$ cat config.mk
export PLATFORM = sky130hd
export DESIGN_NAME = bslcs_top
export DESIGN_NICKNAME = d
export VERILOG_FILES = /design/src/hw/bslcs_pkg.sv /design/src/hw/bslcs_top.sv
export SDC_FILE = /design/constraint.sdc
export NUM_CORES = 1
export LEC_CHECK = 0
export ABC_AREA = 0
export BUFFER_PORTS_ARGS = -buffer_cell sky130_fd_sc_hd__buf_4
export CORE_MARGIN = 2
export CORE_UTILIZATION = 45
export DETAILED_ROUTE_END_ITERATION = 10
export PLACE_DENSITY = 0.7
export SYNTH_ARGS = -nofsm -noshare
export SYNTH_HDL_FRONTEND = slang
export SYNTH_SLANG_ARGS = --single-unit
$ cat constraint.sdc
create_clock -name ref_clk -period 4.05 [get_ports ref_clk]
set_input_delay 0.2025 -clock ref_clk [delete_from_list [all_inputs] [get_ports ref_clk]]
set_output_delay 0.2025 -clock ref_clk [all_outputs]
set_load 0.03 [all_outputs]
$ cat src/hw/bslcs_pkg.sv
// Package for the boot strap latch and clock select block
package bslcs_pkg;
  localparam logic [31:0] ADDR_CLK_CFG2     = 32'h0000_707c;
  localparam int unsigned IDX_CLK_CFG2      = 32'h0000_1c1f;
  localparam int unsigned IDX_BOOT_CAPTURE  = 32'h0000_1c34;
  localparam logic [31:0] ADDR_BOOT_CAPTURE = 32'h0000_70d0;
  localparam logic [31:0] ADDR_BOOT_STATUS  = 32'h0000_7100;
  localparam int unsigned CLK_SRC_BIT       = 0;
  localparam int unsigned CLK_PIN_BIT       = 2;
  localparam int unsigned SEL_LO_POS        = 5;
  localparam int unsigned SEL_HI_POS        = 9;
  localparam logic        CLK_SRC_RESET     = 1'b0;
  localparam logic [3:0]  SEL_LO_RESET      = 4'h0;
  localparam logic [1:0]  SEL_HI_RESET      = 2'h0;
  localparam int unsigned HI_SAMPLE_EDGE    = 10;
  localparam int unsigned CLK_PERIOD_NS     = 10;
  localparam int unsigned BOOT_ENTRY_MS     = 20;
  localparam int unsigned CODE_START_MS     = 200;
  localparam int unsigned ENTRY_CYCLES      = BOOT_ENTRY_MS * 1000000 / CLK_PERIOD_NS;
  localparam int unsigned START_CYCLES      = CODE_START_MS * 1000000 / CLK_PERIOD_NS;
  localparam logic [1:0]  RESP_OKAY         = 2'h0;
  localparam logic [1:0]  RESP_SLVERR       = 2'h2;
  typedef enum logic [3:0] {
    BSLCS_NOR, BSLCS_NAND, BSLCS_UART_9600, BSLCS_UART_57600, BSLCS_UART_115200,
    BSLCS_SPI_1M, BSLCS_SPI_10M, BSLCS_POLL_2, BSLCS_I2C, BSLCS_CARD0, BSLCS_CARD1,
    BSLCS_POLL_1, BSLCS_HOST_PORT, BSLCS_MCSER_10M, BSLCS_MCSER_40M, BSLCS_USB
  } bslcs_mode_t;
  typedef enum logic [2:0] {
    BSLCS_P_NOR, BSLCS_P_NAND, BSLCS_P_SPI, BSLCS_P_I2C, BSLCS_P_CARD0, BSLCS_P_SEXT, BSLCS_P_SERIAL
  } bslcs_poll_t;
endpackage : bslcs_pkg

$ cat src/hw/bslcs_top.sv
// Boot strap latch, boot mode decode, boot sequencer and clock select
`timescale 1ns/1ps
// Contract
// (RQ1) Latch four low straps into bits 8:5 at first edge after reset release.
// (RQ2) Strap capture tolerates 10 to 12 cycle reset synchronisation latency.
// (RQ3) Codes 0000/0001 decode NOR and NAND boot, generator bypassed.
// (RQ4) Codes 0010-0100 decode UART 9600/57600/115200, generator times three.
// (RQ5) Codes 0101/0110 decode SPI below 1 MHz / 10 MHz, times three.
// (RQ6) Code 0111 polls NOR, NAND, SPI, I2C, card0, serial port, UART/USB endlessly.
// (RQ7) Code 1000 decodes I2C 16-bit EEPROM at 400 kHz, bypass.
// (RQ8) Codes 1001/1010 decode card controller 0 / 1 boot, bypass.
// (RQ9) Code 1011 polls NOR, NAND, SPI, I2C, card0, card1, UART/USB endlessly.
// (RQ10) Code 1100 decodes host port 16-bit multiplexed boot, times three.
// (RQ11) Codes 1101/1110 decode serial port flash boot at 10 / 40 MHz.
// (RQ12) Code 1111 decodes USB boot, times three.
// (RQ13) Polling stays on a card controller while its command line is low.
// (RQ14) Bit 2 of clock config reflects the clock pin level.
// (RQ15) Bit 0 of clock config selects bypass (0) or generator (1), resets 0.
// (RQ16) Software writes zero to reserved bits 3 and 1.
// (RQ17) Full six-bit strap pattern is captured into the boot selection field.
// (RQ18) Boot sequence starts automatically after every reset.
// (RQ19) Boot entry to reset release within 20 ms.
// (RQ20) User code starts no earlier than 200 ms after boot begins.
// (RQ21) Upper two selection bits 10:9 sampled on tenth edge after reset.
// (RQ22) Latched selection holds until next reset.
module bslcs_top #(
  parameter int unsigned START_WAIT = bslcs_pkg::START_CYCLES,
  parameter int unsigned ENTRY_WAIT = bslcs_pkg::ENTRY_CYCLES
) (
  input  wire logic                     ref_clk,
  input  wire logic                     reset,
  input  wire logic [5:0]               strap_pins,
  input  wire logic                     clock_pin_state,
  input  wire logic                     card_command_line,
  input  wire logic                     image_valid,
  output logic                          system_clock_source,
  output logic                          clk_mult_three,
  output bslcs_pkg::bslcs_mode_t        boot_mode,
  output bslcs_pkg::bslcs_poll_t        poll_target,
  output logic                          boot_active,
  output logic                          user_start,
  input  wire logic [31:0]              s_axi_awaddr,
  input  wire logic                     s_axi_awvalid,
  output logic                          s_axi_awready,
  input  wire logic [31:0]              s_axi_wdata,
  input  wire logic [3:0]               s_axi_wstrb,
  input  wire logic                     s_axi_wvalid,
  output logic                          s_axi_wready,
  output logic [1:0]                    s_axi_bresp,
  output logic                          s_axi_bvalid,
  input  wire logic                     s_axi_bready,
  input  wire logic [31:0]              s_axi_araddr,
  input  wire logic                     s_axi_arvalid,
  output logic                          s_axi_arready,
  output logic [31:0]                   s_axi_rdata,
  output logic [1:0]                    s_axi_rresp,
  output logic                          s_axi_rvalid,
  input  wire logic                     s_axi_rready
);
  import bslcs_pkg::*;

  logic [3:0]  edge_cnt_q;
  logic        lo_taken_q;
  logic        hi_taken_q;
  logic [3:0]  sel_lo_q;
  logic [1:0]  sel_hi_q;
  logic        clk_src_q;
  logic        pin_q;
  logic [31:0] wait_cnt_q;
  logic        loaded_q;
  logic        aw_q;
  logic        w_q;
  logic [31:0] awaddr_q;
  logic [31:0] wdata_q;
  logic [3:0]  wstrb_q;
  logic        wr_go;
  logic [31:0] rd_val;
  logic        rd_ok;
  logic        poll_run;

  // Edge count since reset release; reset is synchronised by the system outside
  always_ff @(posedge ref_clk or posedge reset) begin
    if (reset) begin
      edge_cnt_q <= 4'h0;
    end else if (edge_cnt_q != 4'hf) begin
      edge_cnt_q <= edge_cnt_q + 4'h1; // RQ2
    end
  end

  // Low strap capture on the first edge, then frozen
  always_ff @(posedge ref_clk or posedge reset) begin
    if (reset) begin
      sel_lo_q   <= SEL_LO_RESET;
      lo_taken_q <= 1'b0;
    end else if (!lo_taken_q) begin
      sel_lo_q   <= strap_pins[3:0]; // RQ1 RQ17
      lo_taken_q <= 1'b1; // RQ22
    end
  end

  // High strap capture on the tenth edge, then frozen
  always_ff @(posedge ref_clk or posedge reset) begin
    if (reset) begin
      sel_hi_q   <= SEL_HI_RESET;
      hi_taken_q <= 1'b0;
    end else if (!hi_taken_q && edge_cnt_q == 4'(HI_SAMPLE_EDGE - 1)) begin
      sel_hi_q   <= strap_pins[5:4]; // RQ21 RQ17
      hi_taken_q <= 1'b1; // RQ22
    end
  end

  // Clock pin status follows the pin
  always_ff @(posedge ref_clk or posedge reset) begin
    if (reset) begin
      pin_q <= 1'b0;
    end else begin
      pin_q <= clock_pin_state; // RQ14
    end
  end

  // Mode decode from the captured code
  always_ff @(posedge ref_clk or posedge reset) begin
    if (reset) begin
      boot_mode      <= BSLCS_NOR;
      clk_mult_three <= 1'b0;
    end else begin
      boot_mode <= bslcs_mode_t'(sel_lo_q); // RQ3 RQ7 RQ8 RQ10 RQ11
      case (bslcs_mode_t'(sel_lo_q))
        BSLCS_UART_9600, BSLCS_UART_57600, BSLCS_UART_115200: clk_mult_three <= 1'b1; // RQ4
        BSLCS_SPI_1M, BSLCS_SPI_10M:                          clk_mult_three <= 1'b1; // RQ5
        BSLCS_HOST_PORT:                                      clk_mult_three <= 1'b1; // RQ10
        BSLCS_USB:                                            clk_mult_three <= 1'b1; // RQ12
        default:                                              clk_mult_three <= 1'b0; // RQ3 RQ7 RQ8
      endcase
    end
  end

  // Polling walk; advances on a missing image, stays on a card while command is low
  always_ff @(posedge ref_clk or posedge reset) begin
    if (reset) begin
      poll_target <= BSLCS_P_NOR;
    end else if (lo_taken_q && !image_valid &&
                 (sel_lo_q == BSLCS_POLL_1 || sel_lo_q == BSLCS_POLL_2)) begin
      case (poll_target)
        BSLCS_P_NOR:    poll_target <= BSLCS_P_NAND;
        BSLCS_P_NAND:   poll_target <= BSLCS_P_SPI;
        BSLCS_P_SPI:    poll_target <= BSLCS_P_I2C;
        BSLCS_P_I2C:    poll_target <= BSLCS_P_CARD0;
        BSLCS_P_CARD0: begin
          if (card_command_line) begin
            poll_target <= BSLCS_P_SEXT; // RQ13 RQ6 RQ9
          end
        end
        BSLCS_P_SEXT: begin
          if (sel_lo_q == BSLCS_POLL_2 || card_command_line) begin
            poll_target <= BSLCS_P_SERIAL; // RQ6 RQ9 RQ13
          end
        end
        BSLCS_P_SERIAL: poll_target <= BSLCS_P_NOR; // RQ6 RQ9
        default:        poll_target <= BSLCS_P_NOR;
      endcase
    end
  end

  // Boot sequence runs from each reset release; user code waits the settle time
  always_ff @(posedge ref_clk or posedge reset) begin
    if (reset) begin
      boot_active <= 1'b0;
      wait_cnt_q  <= 32'h0;
      loaded_q    <= 1'b0;
      user_start  <= 1'b0;
    end else begin
      boot_active <= !user_start; // RQ18 RQ19
      if (wait_cnt_q < START_WAIT) begin
        wait_cnt_q <= wait_cnt_q + 32'h1;
      end
      if (image_valid && hi_taken_q) begin
        loaded_q <= 1'b1;
      end
      if (loaded_q && wait_cnt_q >= START_WAIT) begin
        user_start <= 1'b1; // RQ20
      end
    end
  end

  // Write channel: address and data taken in either order
  assign wr_go = aw_q && w_q && !s_axi_bvalid;

  always_ff @(posedge ref_clk or posedge reset) begin
    if (reset) begin
      aw_q          <= 1'b0;
      w_q           <= 1'b0;
      awaddr_q      <= 32'h0;
      wdata_q       <= 32'h0;
      wstrb_q       <= 4'h0;
      s_axi_awready <= 1'b0;
      s_axi_wready  <= 1'b0;
      s_axi_bvalid  <= 1'b0;
      s_axi_bresp   <= RESP_OKAY;
    end else begin
      s_axi_awready <= !aw_q && !s_axi_awready && s_axi_awvalid;
      s_axi_wready  <= !w_q && !s_axi_wready && s_axi_wvalid;
      if (s_axi_awvalid && s_axi_awready) begin
        aw_q     <= 1'b1;
        awaddr_q <= s_axi_awaddr;
      end
      if (s_axi_wvalid && s_axi_wready) begin
        w_q     <= 1'b1;
        wdata_q <= s_axi_wdata;
        wstrb_q <= s_axi_wstrb;
      end
      if (wr_go) begin
        aw_q         <= 1'b0;
        w_q          <= 1'b0;
        s_axi_bvalid <= 1'b1;
        s_axi_bresp  <= (awaddr_q[31:2] == ADDR_CLK_CFG2[31:2] ||
                         awaddr_q[31:2] == ADDR_BOOT_CAPTURE[31:2] ||
                         awaddr_q[31:2] == ADDR_BOOT_STATUS[31:2]) ? RESP_OKAY : RESP_SLVERR;
      end else if (s_axi_bvalid && s_axi_bready) begin
        s_axi_bvalid <= 1'b0;
      end
    end
  end

  // Clock source select; reserved bits ignored on write
  always_ff @(posedge ref_clk or posedge reset) begin
    if (reset) begin
      clk_src_q <= CLK_SRC_RESET;
    end else if (wr_go && awaddr_q[31:2] == ADDR_CLK_CFG2[31:2] && wstrb_q[0]) begin
      clk_src_q <= wdata_q[CLK_SRC_BIT]; // RQ15 RQ16
    end
  end

  always_ff @(posedge ref_clk or posedge reset) begin
    if (reset) begin
      system_clock_source <= CLK_SRC_RESET;
    end else begin
      system_clock_source <= clk_src_q; // RQ15
    end
  end

  // Read mux
  always_comb begin
    rd_val = 32'h0;
    rd_ok  = 1'b1;
    if (s_axi_araddr[31:2] == ADDR_CLK_CFG2[31:2]) begin
      rd_val[CLK_SRC_BIT] = clk_src_q;
      rd_val[CLK_PIN_BIT] = pin_q; // RQ14
    end else if (s_axi_araddr[31:2] == ADDR_BOOT_CAPTURE[31:2]) begin
      rd_val[SEL_LO_POS +: 4] = sel_lo_q; // RQ1 RQ17
      rd_val[SEL_HI_POS +: 2] = sel_hi_q; // RQ21
    end else if (s_axi_araddr[31:2] == ADDR_BOOT_STATUS[31:2]) begin
      rd_val[2:0] = poll_target;
      rd_val[3]   = boot_active;
      rd_val[4]   = user_start;
      rd_val[5]   = clk_mult_three;
    end else begin
      rd_ok = 1'b0;
    end
  end

  always_ff @(posedge ref_clk or posedge reset) begin
    if (reset) begin
      s_axi_arready <= 1'b0;
      s_axi_rvalid  <= 1'b0;
      s_axi_rdata   <= 32'h0;
      s_axi_rresp   <= RESP_OKAY;
    end else begin
      s_axi_arready <= s_axi_arvalid && !s_axi_arready && !s_axi_rvalid;
      if (s_axi_arvalid && s_axi_arready) begin
        s_axi_rvalid <= 1'b1;
        s_axi_rdata  <= rd_val;
        s_axi_rresp  <= rd_ok ? RESP_OKAY : RESP_SLVERR;
      end else if (s_axi_rvalid && s_axi_rready) begin
        s_axi_rvalid <= 1'b0;
      end
    end
  end

  assign poll_run = lo_taken_q && !image_valid && (sel_lo_q == BSLCS_POLL_1 || sel_lo_q == BSLCS_POLL_2);
endmodule : bslcs_top

==> results list, run 1 <==
- The H-tree was split into 3 levels.
- Net load switching power: 0.000700 W
- Of the cells placed in the final design, the portion with a size suffix greater than 1 is 33.8%.
- Post-DP Area: 5720 um^2
- Final number of max-transition violations: 0
- Total inserted antenna cells: 0
- The flow ran to the end, and the final reports show no timing, DRC or antenna violations.
* Dominant cells by area after synthesis: sky130_fd_sc_hd__dfrtp_1 (56%), sky130_fd_sc_hd__mux2_2 (9.2%), sky130_fd_sc_hd__buf_4 (3.7%)
* Number of design rule violations left after detail routing: 0
- Worst hold-check path type: in2reg
- Setup total negative slack on the finished layout was measured at 0 ns.
- Async S/R FF share, synth: 100%
- Utilization after layout: 54.9%
- HPWL Detailed: 7210 um
- Cell internal power was estimated by the tool at 0.00179 W.
- Post-synthesis instance area: 4890 um^2
* Number of placed cells counting well taps: 642
* Yosys Warn Count: 0
* Biggest cell delay along the critical path: 0.55 ns
- For the worst setup path, the data arrival time is 2.43 ns.
* Most common library cells after synthesis: sky130_fd_sc_hd__dfrtp_1 (110), sky130_fd_sc_hd__mux2_2 (40), sky130_fd_sc_hd__buf_4 (24), sky130_fd_sc_hd__nand2_1 (22), sky130_fd_sc_hd__nand3_1 (22)
- The worst setup path is captured at a flip-flop.
* Combinational group share of total power: 19.6%
- At the pin with the least slew margin, the transition time is 0.952 ns.
- Data on the critical path is required at its endpoint by 4.34 ns.
- The count of buffers added on input and output ports is 106.
- FF-to-FF path depth: 5
- The initial utilization of the core area, before any placement, comes to 45.6%.
- Setup violations remaining at the end of the flow were counted as 0.
- In this run the static leakage power is 2.78 nW.
* Number of antenna violations at the first check in global routing: 0
* Net total in the final layout: 635
* Switching Fraction: 28.1%
- In the synthesized netlist, the number of instances is 412.
- Grt ovf: 0
* Relative area change from synthesis to final layout: 20.5%
- In this run the worst path has a maximum fanout of 11.
- The first global-routing pass estimated 16100 um of wire.
- In this run, synthesis inferred 0 flip-flops with an integrated enable.
- Number of violations of the max-capacitance limit: 0
- TritonCTS buffer count: 9
- Power per cell area: 422 nW/um^2
- Number of rows in the core area: 38
- Slew margin rel.: 36.5%
- Max stage delay cell, worst path: sky130_fd_sc_hd__or4_4
- Based on the critical path, the design can be clocked at up to 468 MHz.
- Tracing the worst setup path back leads to its startpoint at wait_cnt_q[23].
- Post-Layout Cell Count: 660
- Width of the die: 108 um
* Chip Height: 108 um
- Fin crit period: 2.14 ns
* Setup repair after global routing missed its margin: no
* Average detailed-routed wire length per instance: 14.9 um
* Number of buffers on the longest clock path: 2
- By startpoint and endpoint, the worst setup path is classified as reg2reg.
* Final wirelength: 9800 um
- After clock tree synthesis, the clock-pin slew on the worst setup and hold paths is 0.09 ns.
* Initial drt markers: 199
- The core region is 10700 um^2.
- Peak VDD IR: 0.239 mV
- First-pass DRT Iterations: 4
- Registers are responsible for 57.5% of the overall power.
* Synthesized flop and latch total: 110
* Number of setup buffers added after CTS: 0
- Global routing consumed, over all layers together, 17.7% of the routing resources.
* Vias: 3420
* Clock insertion delay at the later pin of the skew report: 0.36 ns
* Mapped Avg Cell Area: 11.9 um^2
- Design area: 5900 um^2
- Between clock sinks in the finished design, the worst skew comes to 0.00829 ns.
* Clock power frac: 22.9%
* Filler Cells Inserted: 909
* Maximum number of pins on one net before global-route repair: 81
- Dividing the detail-routed via count by the number of cells gives 5.18.
- Part of the Yosys area used for sequential elements: 56.2%
* Synth Flop Type: sky130_fd_sc_hd__dfrtp_1
- Register-to-register setup slack: 1.91 ns
* Total clock sinks: 110
- Worst hold margin: 0.0339 ns
- Share of the synthesized area in the top cell type: 56.2%
- CTS tree: done
- Most frequent cell after synthesis: sky130_fd_sc_hd__dfrtp_1
- Following the worst setup path forward leads to its endpoint at wait_cnt_q[23].
- The via count of the first global-routing pass was 3456.
* DIE AREA: 11700 um^2
- The count of endpoints failing hold in the final timing report came to 0.
- Most area-hungry cell type in the Yosys netlist: sky130_fd_sc_hd__dfrtp_1
- The cell sitting at the root of the clock tree is a sky130_fd_sc_hd__clkbuf_8.
- Share of the cycle needed by the critical path after routing: 52.8%
- Count of cell types in the netlist: 54
- FF-to-FF End: wait_cnt_q[23]
* Startpoint types: flip-flop
- At the end of routability-driven placement, the weighted congestion stood at 0.830.
- Once detail routing completed, the nets flagged for antenna violations numbered 0.
- For this design the top-level I/O count stands at 168.
- Launch point of the worst reg-to-reg path: wait_cnt_q[23]
- CP Cell Sequence: or4_4, a211oi_2, a21oi_2, nor4_1, xor2_1
[kinds of logic after synthesis]
| logic type | count (synthesis) | share of synthesized area [%] |
|---|---|---|
| simple gates | 132 | 15.8 |
| flops | 110 | 56.2 |
| buf+inv | 53 | 6.08 |
| compound gates | 46 | 7.03 |
| mux | 41 | 9.41 |
| xor+xnor | 24 | 4.29 |
| fa+ha+maj | 4 | 1.02 |
| other cells | 2 | 0.153 |
[power by group through the flow]
stage	sequential, W	clock (W)	combinational, W
6_report	0.00143	0.000569	0.000488
3_3_place_gp	0.00145	0	0.000477
4_1_cts	0.00143	0.000593	0.000495
2_1_floorplan	0.00146	0	0.000325
5_1_grt	0.00146	0.000634	0.000541
3_5_place_dp	0.00146	0	0.000491
[placed cells by master (no fill, tap or decap), types with 4 or more instances in the layout]
master / n
sky130_fd_sc_hd__inv_1: 12
sky130_fd_sc_hd__clkbuf_8: 9
sky130_fd_sc_hd__ha_1: 4
sky130_fd_sc_hd__and3_1: 4
sky130_fd_sc_hd__nand2_1: 22
sky130_fd_sc_hd__xnor2_1: 14
sky130_fd_sc_hd__a22o_1: 9
sky130_fd_sc_hd__clkbuf_1: 4
sky130_fd_sc_hd__mux2_2: 40
sky130_fd_sc_hd__dfrtp_1: 110
sky130_fd_sc_hd__nand3_1: 22
sky130_fd_sc_hd__o21ai_0: 8
sky130_fd_sc_hd__nor3_1: 13
sky130_fd_sc_hd__buf_4: 108
sky130_fd_sc_hd__nand2b_1: 4
sky130_fd_sc_hd__nor3b_1: 4
sky130_fd_sc_hd__conb_1: 24
sky130_fd_sc_hd__nor2_1: 15
sky130_fd_sc_hd__a21oi_1: 7
sky130_fd_sc_hd__xor2_1: 10
sky130_fd_sc_hd__nor4_1: 11
sky130_fd_sc_hd__nand4_1: 10
[worst min-delay path by stage]
stage | startpoint | end | cells past startpoint
finish | s_axi_rready | s_axi_rvalid | 2
global route | s_axi_rready | s_axi_rvalid | 2
global placement | clock_pin_state | pin_q | 1
detailed placement | clock_pin_state | pin_q | 1
CTS | s_axi_rready | s_axi_rvalid | 2
floorplan | clock_pin_state | pin_q | 0
[state kept, by name, indices dropped and copies added (netlist names), 2 cells and up]
signal / cells
awaddr_q: 30
sel_hi_q: 2
sel_lo_q: 4
boot_mode: 4
wait_cnt_q: 32
poll_target: 3
s_axi_rdata: 11
edge_cnt_q: 4
[layer usage]
metal,vias to the layer above,routed length [um],track usage [%]
li1,1625,-,-
met1,1688,4100,21.6
met2,96,4940,30.6
met3,11,605,3.44
met4,0,158,7.69
met5,-,0,0
[critical path, delay by kind of cell, from the launching register on]
kind	cells	cell delay, ns
flip-flops	1	0.43
AND/OR/NAND/NOR	2	0.95
AO/OA/AOI/OAI	2	0.51
XOR/XNOR	1	0.18
[stage by stage]
step,setup WS (ns),power [W]
floorplan,0.945,0.00178
global placement,1.97,0.00192
detailed placement,1.90,0.00195
CTS,1.89,0.00252
global route,1.74,0.00264
finish,1.91,0.00249
[final cells by class]
class | instances | area [um^2] | share of cell area (%)
sequential | 110 | 2750 | 46.7
timing repair buffer | 110 | 831 | 14.1
multi-input combinational | 271 | 1930 | 32.7
tap | 140 | 175 | 2.97
clock buffer | 13 | 139 | 2.36
inverter | 13 | 51.3 | 0.870
clock inverter | 3 | 21.3 | 0.361
[timing repair]
action	CTS	global route
endpoints found under the setup margin	0	0
gates resized for setup	0	0
hold endpoints to repair	2	0
hold buffers	2	0
No activity file was read; power rests on OpenSTA's default activity.
==> run 2, diff against run 1 <==
--- a/config.mk
+++ b/config.mk
@@ -10,7 +10,7 @@
 export CORE_MARGIN = 2
 export CORE_UTILIZATION = 45
 export DETAILED_ROUTE_END_ITERATION = 10
-export PLACE_DENSITY = 0.7
+export PLACE_DENSITY = 0.73
 export SYNTH_ARGS = -nofsm -noshare
 export SYNTH_HDL_FRONTEND = slang
 export SYNTH_SLANG_ARGS = --single-unit
==> constraint.sdc (replaced) <==
create_clock -name ref_clk -period 1.9 [get_ports ref_clk]
set_input_delay 0.095 -clock ref_clk [delete_from_list [all_inputs] [get_ports ref_clk]]
set_output_delay 0.095 -clock ref_clk [all_outputs]
set_load 0.03 [all_outputs]
==> results list, run 2 (synthesis gave the netlist of run 1 again) <==
* CP Class: reg2reg
- The total of max-cap violations came to 0 (unchanged).
- The die height was 108 um (unchanged).
- The post-DP HPWL is 7320 um (+1.4%).
- The remaining antenna violation count is 0 (unchanged).
* Share of the cycle needed by the critical path after routing: 103% (+50 points)
- Maximum clock skew at final layout: 0.0111 ns (+0.00281 ns)
* Number of setup buffers added after CTS: 0 (unchanged)
- Worst hold-check path type: in2reg
- The clock network power share came to 25.3% (+2.4 points).
- The max-slew violation total from the final report was 0 (unchanged).
- Startpoint types: flip-flop
- Cell Int Power: 0.00405 W (+130%)
- PortBufs: 106 (unchanged)
* Initial drt markers: 173 (-13%)
- Via count of the first global-routing pass: 3727 (+7.8%)
- Starting Density: 45.6% (unchanged)
- Slew margin rel.: 62.0% (+25 points)
- Number of buffers on the longest clock path: 2 (unchanged)
* Combinational group share of total power: 20.7% (+1.1 points)
- The final instance count without filler cells is 726 (+10%).
* Failing checks: negative setup slack
- The tree is rooted in a sky130_fd_sc_hd__clkbuf_8.
- Leaving out fill and tap cells, the most frequent cells in the layout are sky130_fd_sc_hd__buf_4 (128), sky130_fd_sc_hd__dfrtp_1 (110), sky130_fd_sc_hd__dlygate4sd3_1 (46).
* Net load switching power: 0.00165 W (+140%)
* Net total in the final layout: 701 (+10%)
- Number of placed cells counting well taps: 664 (+3.4%)
- Data required time at the worst endpoint: 2.20 ns (-2.14 ns)
* Hold endpoint: s_axi_rresp[1]
- The post-route worst hold slack is 0.155 ns (+0.121 ns).
- Hold depth: 4 (+2)
- The number of antenna violations at the first check in global routing was 0 (unchanged).
- Count of H-tree levels built during CTS: 3 (unchanged)
* Post-Place Setup Slack: -0.147 ns (-2.05 ns)
- Number of rows in the core area: 38 (unchanged)
- Register name with the most flops: wait_cnt_q
- The highest ir drop seen on vdd was 0.567 mV (+140%).
- CTS tree: done
* TritonCTS buffer count: 9 (unchanged)
- Grt ovf: 0 (unchanged)
* Switching Fraction: 29.0% (+0.87 points)
- The arrival time of data at the critical path endpoint is 2.25 ns (-0.18 ns).
* First-pass GRT wire length: 17400 um (+7.8%)
- Total inserted antenna cells: 0 (unchanged)
- The footprint of the multi-input gates is 2000 um^2 (+3.9%).
- The number of DRC violations after detailed routing was 0 (unchanged).
- Relative area change from synthesis to final layout: 35.8%
- Launch point of the worst reg-to-reg path: wait_cnt_q[17]
- Largest register FFs: 32 (unchanged)
- The number of fill cells in the layout came to 827 (-9.0%).
- The count of endpoints failing hold in the final timing report is 0 (unchanged).
- The pin count of the biggest net entering global routing was 81 (unchanged).
- Critical-path maximum fanout: 5 (-6)
- Post-layout worst setup margin: -0.0510 ns (-1.96 ns)
- Register-to-register setup slack: -0.05 ns (-1.96 ns)
* HP Start: s_axi_araddr[7]
* Global-route total usage across every layer: 19.0% (+1.3 points)
* Core footprint: 10700 um^2 (unchanged)
- Setup Viol. Count Final: 7 (+7)
- The time the worst path needs with I/O delays and setup came to 1.95 ns (-0.187 ns).
* DIE AREA: 11700 um^2 (unchanged)
- Number of vias per cell: 5.07 (-2.1%)
- Total power of the final layout: 0.00570 W (+130%)
- The via count came to 3683 (+7.7%).
- The achievable frequency came to 513 MHz (+9.6%).
- The largest registers in the layout are wait_cnt_q x32, awaddr_q x30, s_axi_rdata x11.
- The worst register-to-register path ends at wait_cnt_q[6].
* Run status: finished with violations
- The sequential share of power was 54.0% (-3.5 points).
- Average detailed-routed wire length per instance: 14.7 um (-0.79%)
- The power density over cell area was 858 nW/um^2 (+100%).
- Setup repair after global routing missed its margin: yes
- The sequential standard cell area came to 2750 um^2 (unchanged).
* Static leakage: 3.12 nW (+12%)
- Leaving out fill and tap cells, the most frequent cell in the layout is sky130_fd_sc_hd__buf_4.
* Final wirelength: 10700 um (+9.1%)
- Clock insertion delay at the later pin of the skew report: 0.37 ns (about the same)
* Total clock sinks: 110 (unchanged)
- Last weighted congestion value of the routability-driven placer: 0.824 (-0.73%)
- Width of the die: 108 um (unchanged)
- The top-level I/O count came to 168 (unchanged).
- Share of cells above drive strength 1: 36.0% (+2.2 points)
- Transition time of the tightest slew-check pin: 0.565 ns (-0.387 ns)
- The setup TNS came to -0.138 ns (-0.138 ns).
- The iteration count of the initial detailed-routing pass is 4 (unchanged).
- The clock edge transition at the registers on the reported setup and hold paths was 0.10 ns (about the same).
- FF-to-FF path depth: 6 (+1)
* Endpoint type of the worst setup path: flip-flop
run 2: worst max path at each step:
stage / start / endpoint / depth (start not counted)
floorplan: wait_cnt_q[23] / wait_cnt_q[19] / 6
global placement: wait_cnt_q[23] / wait_cnt_q[19] / 6
detailed placement: wait_cnt_q[23] / wait_cnt_q[19] / 6
CTS: wait_cnt_q[31] / wait_cnt_q[11] / 6
global route: wait_cnt_q[31] / wait_cnt_q[8] / 6
finish: wait_cnt_q[17] / wait_cnt_q[6] / 6
run 2: metrics by stage:
| step | utilization, % | area [um^2] |
|---|---|---|
| finish | 61.9 | 6650 |
| global placement | 55.0 | 5910 |
| detailed placement | 55.0 | 5910 |
| global route | 61.9 | 6650 |
| floorplan | - | 4980 |
| CTS | 61.6 | 6620 |
run 2: area by class of cell:
| type | count | area share [%] |
|---|---|---|
| Sequential cell | 110 | 41.4 |
| Multi-Input combinational cell | 271 | 30.1 |
| Timing Repair Buffer | 176 | 22.0 |
| Tap cell | 140 | 2.64 |
| Clock buffer | 9 | 1.86 |
| Clock inverter | 7 | 1.20 |
| Inverter | 13 | 0.791 |
run 2: repair_timing:
item | 4_1_cts | 5_1_grt
pin swaps | 7 | 0
endpoints found under the setup margin | 25 | 26
resized for setup | 8 | 5
hold buffers | 46 | 0
endpoints found under the hold margin | 68 | 0
run 2: metal layers:
metal / routed length, um / GRT usage [%] / part of all wire, % / vias to the layer above
met5: 0 / 0 / 0 / -
met4: 233 / 6.96 / 2.2 / 0
met3: 659 / 4.16 / 6.2 / 22
met2: 5410 / 33.5 / 51 / 120
met1: 4390 / 22.9 / 41 / 1788
li1: - / - / - / 1753
run 2: critical path: stages, from the launching register on:
cell and delay [ns]:
sky130_fd_sc_hd__dfrtp_1 0.39, sky130_fd_sc_hd__or4_4 0.54, sky130_fd_sc_hd__a211oi_4 0.25, sky130_fd_sc_hd__a21oi_2 0.15
sky130_fd_sc_hd__buf_4 0.19, sky130_fd_sc_hd__nor3_2 0.20, sky130_fd_sc_hd__xnor2_1 0.15
run 2: power by group through the flow:
| stage | clock [W] | combinational (W) | sequential [W] |
|---|---|---|---|
| after detailed placement | 0 | 0.00107 | 0.00310 |
| after CTS | 0.00148 | 0.00115 | 0.00305 |
| after global routing | 0.00157 | 0.00128 | 0.00314 |
| final | 0.00145 | 0.00118 | 0.00308 |
| after global placement | 0 | 0.00104 | 0.00308 |
| after floorplan | 0 | 0.000692 | 0.00311 |
==> run 3, diff against run 2 <==
--- a/config.mk
+++ b/config.mk
@@ -8,9 +8,9 @@
 export ABC_AREA = 0
 export BUFFER_PORTS_ARGS = -buffer_cell sky130_fd_sc_hd__buf_4
 export CORE_MARGIN = 2
-export CORE_UTILIZATION = 45
+export CORE_UTILIZATION = 36
 export DETAILED_ROUTE_END_ITERATION = 10
-export PLACE_DENSITY = 0.73
+export PLACE_DENSITY = 0.6
 export SYNTH_ARGS = -nofsm -noshare
 export SYNTH_HDL_FRONTEND = slang
 export SYNTH_SLANG_ARGS = --single-unit
==> results list, run 3 (synthesis gave the netlist of run 1 again) <==
- The maximum fanout count along the critical path is 7 (+2).
- Vias: 3729 (+1.2%)
- Peak VDD IR: 0.466 mV (-18%)
- The CTS buffer count was 9 (unchanged).
- The tightest min-delay check is of the in2reg type.
- Hold endpoint: s_axi_wready
- The total power draw was 0.00608 W (+6.7%).
- Static leakage: 3.22 nW (+3.2%)
* Run status: finished with violations
- Register-to-register setup slack: -0.08 ns (-0.03 ns)
- STA classifies the critical path endpoint as a flip-flop.
- Max stage delay cell, worst path: sky130_fd_sc_hd__or4_4
* Relative area change from synthesis to final layout: 41.1%
- The total of max-cap violations was 0 (unchanged).
- Fin. Hold Viols: 0 (unchanged)
- The antenna diode count was 0 (unchanged).
* Clk slew on worst S/H paths: 0.07 ns (-0.03 ns)
- Final TNS setup: -0.0873 ns (+0.0510 ns)
* Clock Root Buffer: sky130_fd_sc_hd__clkbuf_16
- The deepest clock path buffer count came to 2 (unchanged).
- The post-DP HPWL came to 8030 um (+9.7%).
* CP Cell Sequence: or4_4, a211oi_4, buf_4, a21o_4, nand4_1, xnor2_1
- Setup repair after global routing could not meet its margin everywhere.
* Initial drt markers: 148 (-14%)
* Power per cell area: 881 nW/um^2 (+2.7%)
* Cell class contributing the biggest share of worst-path delay: simple AND/OR/NAND/NOR gates
- Post-Layout Cell Count: 769 (+5.9%)
- Largest register FFs: 32 (unchanged)
- Count of boundary I/O pins: 168 (unchanged)
- The pin count of the biggest net entering global routing came to 35 (-57%).
* Number of rows in the core area: 42 (+11%)
- The number of nets in the layout is 708 (+1.0%).
- Via count of the first global-routing pass: 3764 (+0.99%)
- Width of the die: 121 um (+11%)
- The iteration count of the initial detailed-routing pass is 4 (unchanged).
* Largest registers ranked by flip-flop count: wait_cnt_q x32, awaddr_q x30, s_axi_rdata x11
* Number of vias per cell: 4.85 (-4.4%)
- The startpoint identified for the worst register-to-register timing path is wait_cnt_q[31].
- Number of placed cells counting well taps: 705 (+6.2%)
- Leaving out fill and tap cells, the most frequent cell in the layout is sky130_fd_sc_hd__buf_4.
* FF-to-FF path depth: 6 (unchanged)
- The number of instances on the worst hold path came to 2 (-2).
- The share of the clock period used by the worst path was 104% (+1.7 points).
- The remaining antenna violation count is 0 (unchanged).
- Starting Density: 37.0% (-8.6 points)
* Average detailed-routed wire length per instance: 14.7 um (about the same)
- The die height was 121 um (+11%).
- WP buf/inv: 1 (unchanged)
- Number of antenna violations at the first check in global routing: 0 (unchanged)
- The final reports fail on negative setup slack.
- The max-slew headroom at the worst pin came to 58.8% (-3.2 points).
- Core footprint: 13200 um^2 (+23%)
* Final wirelength: 11300 um (+5.9%)
* Post-layout worst setup margin: -0.0830 ns (-0.0321 ns)
- Leaving out fill and tap cells, the most frequent cells in the layout are sky130_fd_sc_hd__buf_4 (132), sky130_fd_sc_hd__dfrtp_1 (110), sky130_fd_sc_hd__dlygate4sd3_1 (43).
- Total clock sinks: 110 (unchanged)
- Final number of max-transition violations: 0 (unchanged)
* Biggest cell delay along the critical path: 0.58 ns (+0.04 ns)
- HP Start: s_axi_wvalid
- Startpoint types: flip-flop
- The floorplan die area is 14500 um^2 (+24%).
* Data arrival at the endpoint of the critical path: 2.23 ns (-0.02 ns)
- Fin crit period: 1.98 ns (+0.0321 ns)
- CTS tree: done
- FF-to-FF End: wait_cnt_q[18]
* Transition time of the tightest slew-check pin: 0.617 ns (+0.0518 ns)
- The highest layer touched by signal routing is met4.
* Count of H-tree levels built during CTS: 3 (unchanged)
- First-pass GRT wire length: 18000 um (+3.5%)
* Maximum clock skew at final layout: 0.00832 ns (-0.00278 ns)
- PortBufs: 106 (unchanged)
- Data required time at the worst endpoint: 2.15 ns (-0.05 ns)
- Global-route total usage across every layer: 15.5% (-3.5 points)
- The critical path in this run is classified as reg2reg.
- Number of design rule violations left after detail routing: 0 (unchanged)
* Setup Viol. Count Final: 2 (-5)
* Met2 Routed Length: 5710 um (+5.5%)
- Detailed route wirelength on metal3: 667 um (+1.2%)
- More flip-flops sit in one register than any other, and that register is wait_cnt_q.
- The final weighted congestion in routability-driven placement was 0.809 (-1.8%).
* Worst hold margin: 0.0278 ns (-0.127 ns)
- Share of cells above drive strength 1: 37.6% (+1.6 points)
- The met1 wire length is 4820 um (+9.8%).
- The latest clock arrival within the worst-skew pair came to 0.34 ns (-0.03 ns).
* Grt ovf: 0 (unchanged)
- The achievable frequency was 504 MHz (-1.6%).
[run 3: cell types whose count changed in the layout (fill, tap and decap cells not counted), moves of 2 or more]
cell / delta
sky130_fd_sc_hd__dlygate4sd3_1: -3
sky130_fd_sc_hd__buf_4: +4
sky130_fd_sc_hd__nor2_4: +2
sky130_fd_sc_hd__nor4_4: +2
sky130_fd_sc_hd__a21oi_4: +2
sky130_fd_sc_hd__clkbuf_16: +9
sky130_fd_sc_hd__nor2_1: -2
sky130_fd_sc_hd__clkbuf_8: -9
sky130_fd_sc_hd__buf_6: +4
[run 3: stage by stage]
stage / utilization (%) / area [um^2] / worst slack (ns)
6_report: 52.1 / 6910 / -0.0830
3_3_place_gp: 45.2 / 5990 / -0.160
4_1_cts: 51.2 / 6790 / -0.0522
5_1_grt: 52.1 / 6910 / -0.148
2_1_floorplan: - / 4980 / 0.00310
3_5_place_dp: 45.2 / 5990 / -0.175
[run 3: routing by layer]
layer,track usage (%),vias up
met5,0,-
met4,3.92,0
met3,3.73,11
met2,26.8,115
met1,19.5,1825
li1,-,1778
[run 3: timing repair]
item,CTS,global route
buffers inserted,1,3
hold buffers,43,0
setup endpoints to repair,26,26
endpoints found under the hold margin,65,0
cloned,1,1
gates resized for setup,8,19
pin swaps,12,23
[run 3: worst reg2reg max path, stage by stage, from the launching register on]
cell                       delay [ns]
sky130_fd_sc_hd__dfrtp_1         0.38
sky130_fd_sc_hd__or4_4           0.58
sky130_fd_sc_hd__a211oi_4        0.25
sky130_fd_sc_hd__buf_4           0.17
sky130_fd_sc_hd__a21o_4          0.17
sky130_fd_sc_hd__nand4_1         0.14
sky130_fd_sc_hd__xnor2_1         0.21
[run 3: how the worst max path moves through the flow]
stage,startpoint,slack (ns),end,cells after the start
floorplan,wait_cnt_q[23],0.003,wait_cnt_q[19],6
global placement,wait_cnt_q[31],-0.16,wait_cnt_q[23],5
detailed placement,wait_cnt_q[31],-0.17,wait_cnt_q[23],5
CTS,wait_cnt_q[30],-0.05,wait_cnt_q[15],5
global route,wait_cnt_q[31],-0.15,wait_cnt_q[18],6
finish,wait_cnt_q[31],-0.08,wait_cnt_q[18],6
[run 3: area by class of cell]
type,count,area (um^2)
well taps,176,220
clock buffers,10,229
clock inverters,6,68.8
inverters,13,52.6
repair buffers,181,1510
flip-flops and latches,110,2750
multi-input cells,273,2080
fillers,1172,6340
[run 3: where the power goes]
group | internal [W] | leakage [nW] | switching, W
registers | 0.00277 | 1.37 | 0.000284
logic | 0.000635 | 1.70 | 0.000515
clock network | 0.00104 | 0.149 | 0.000845
total | 0.00444 | 3.22 | 0.00164
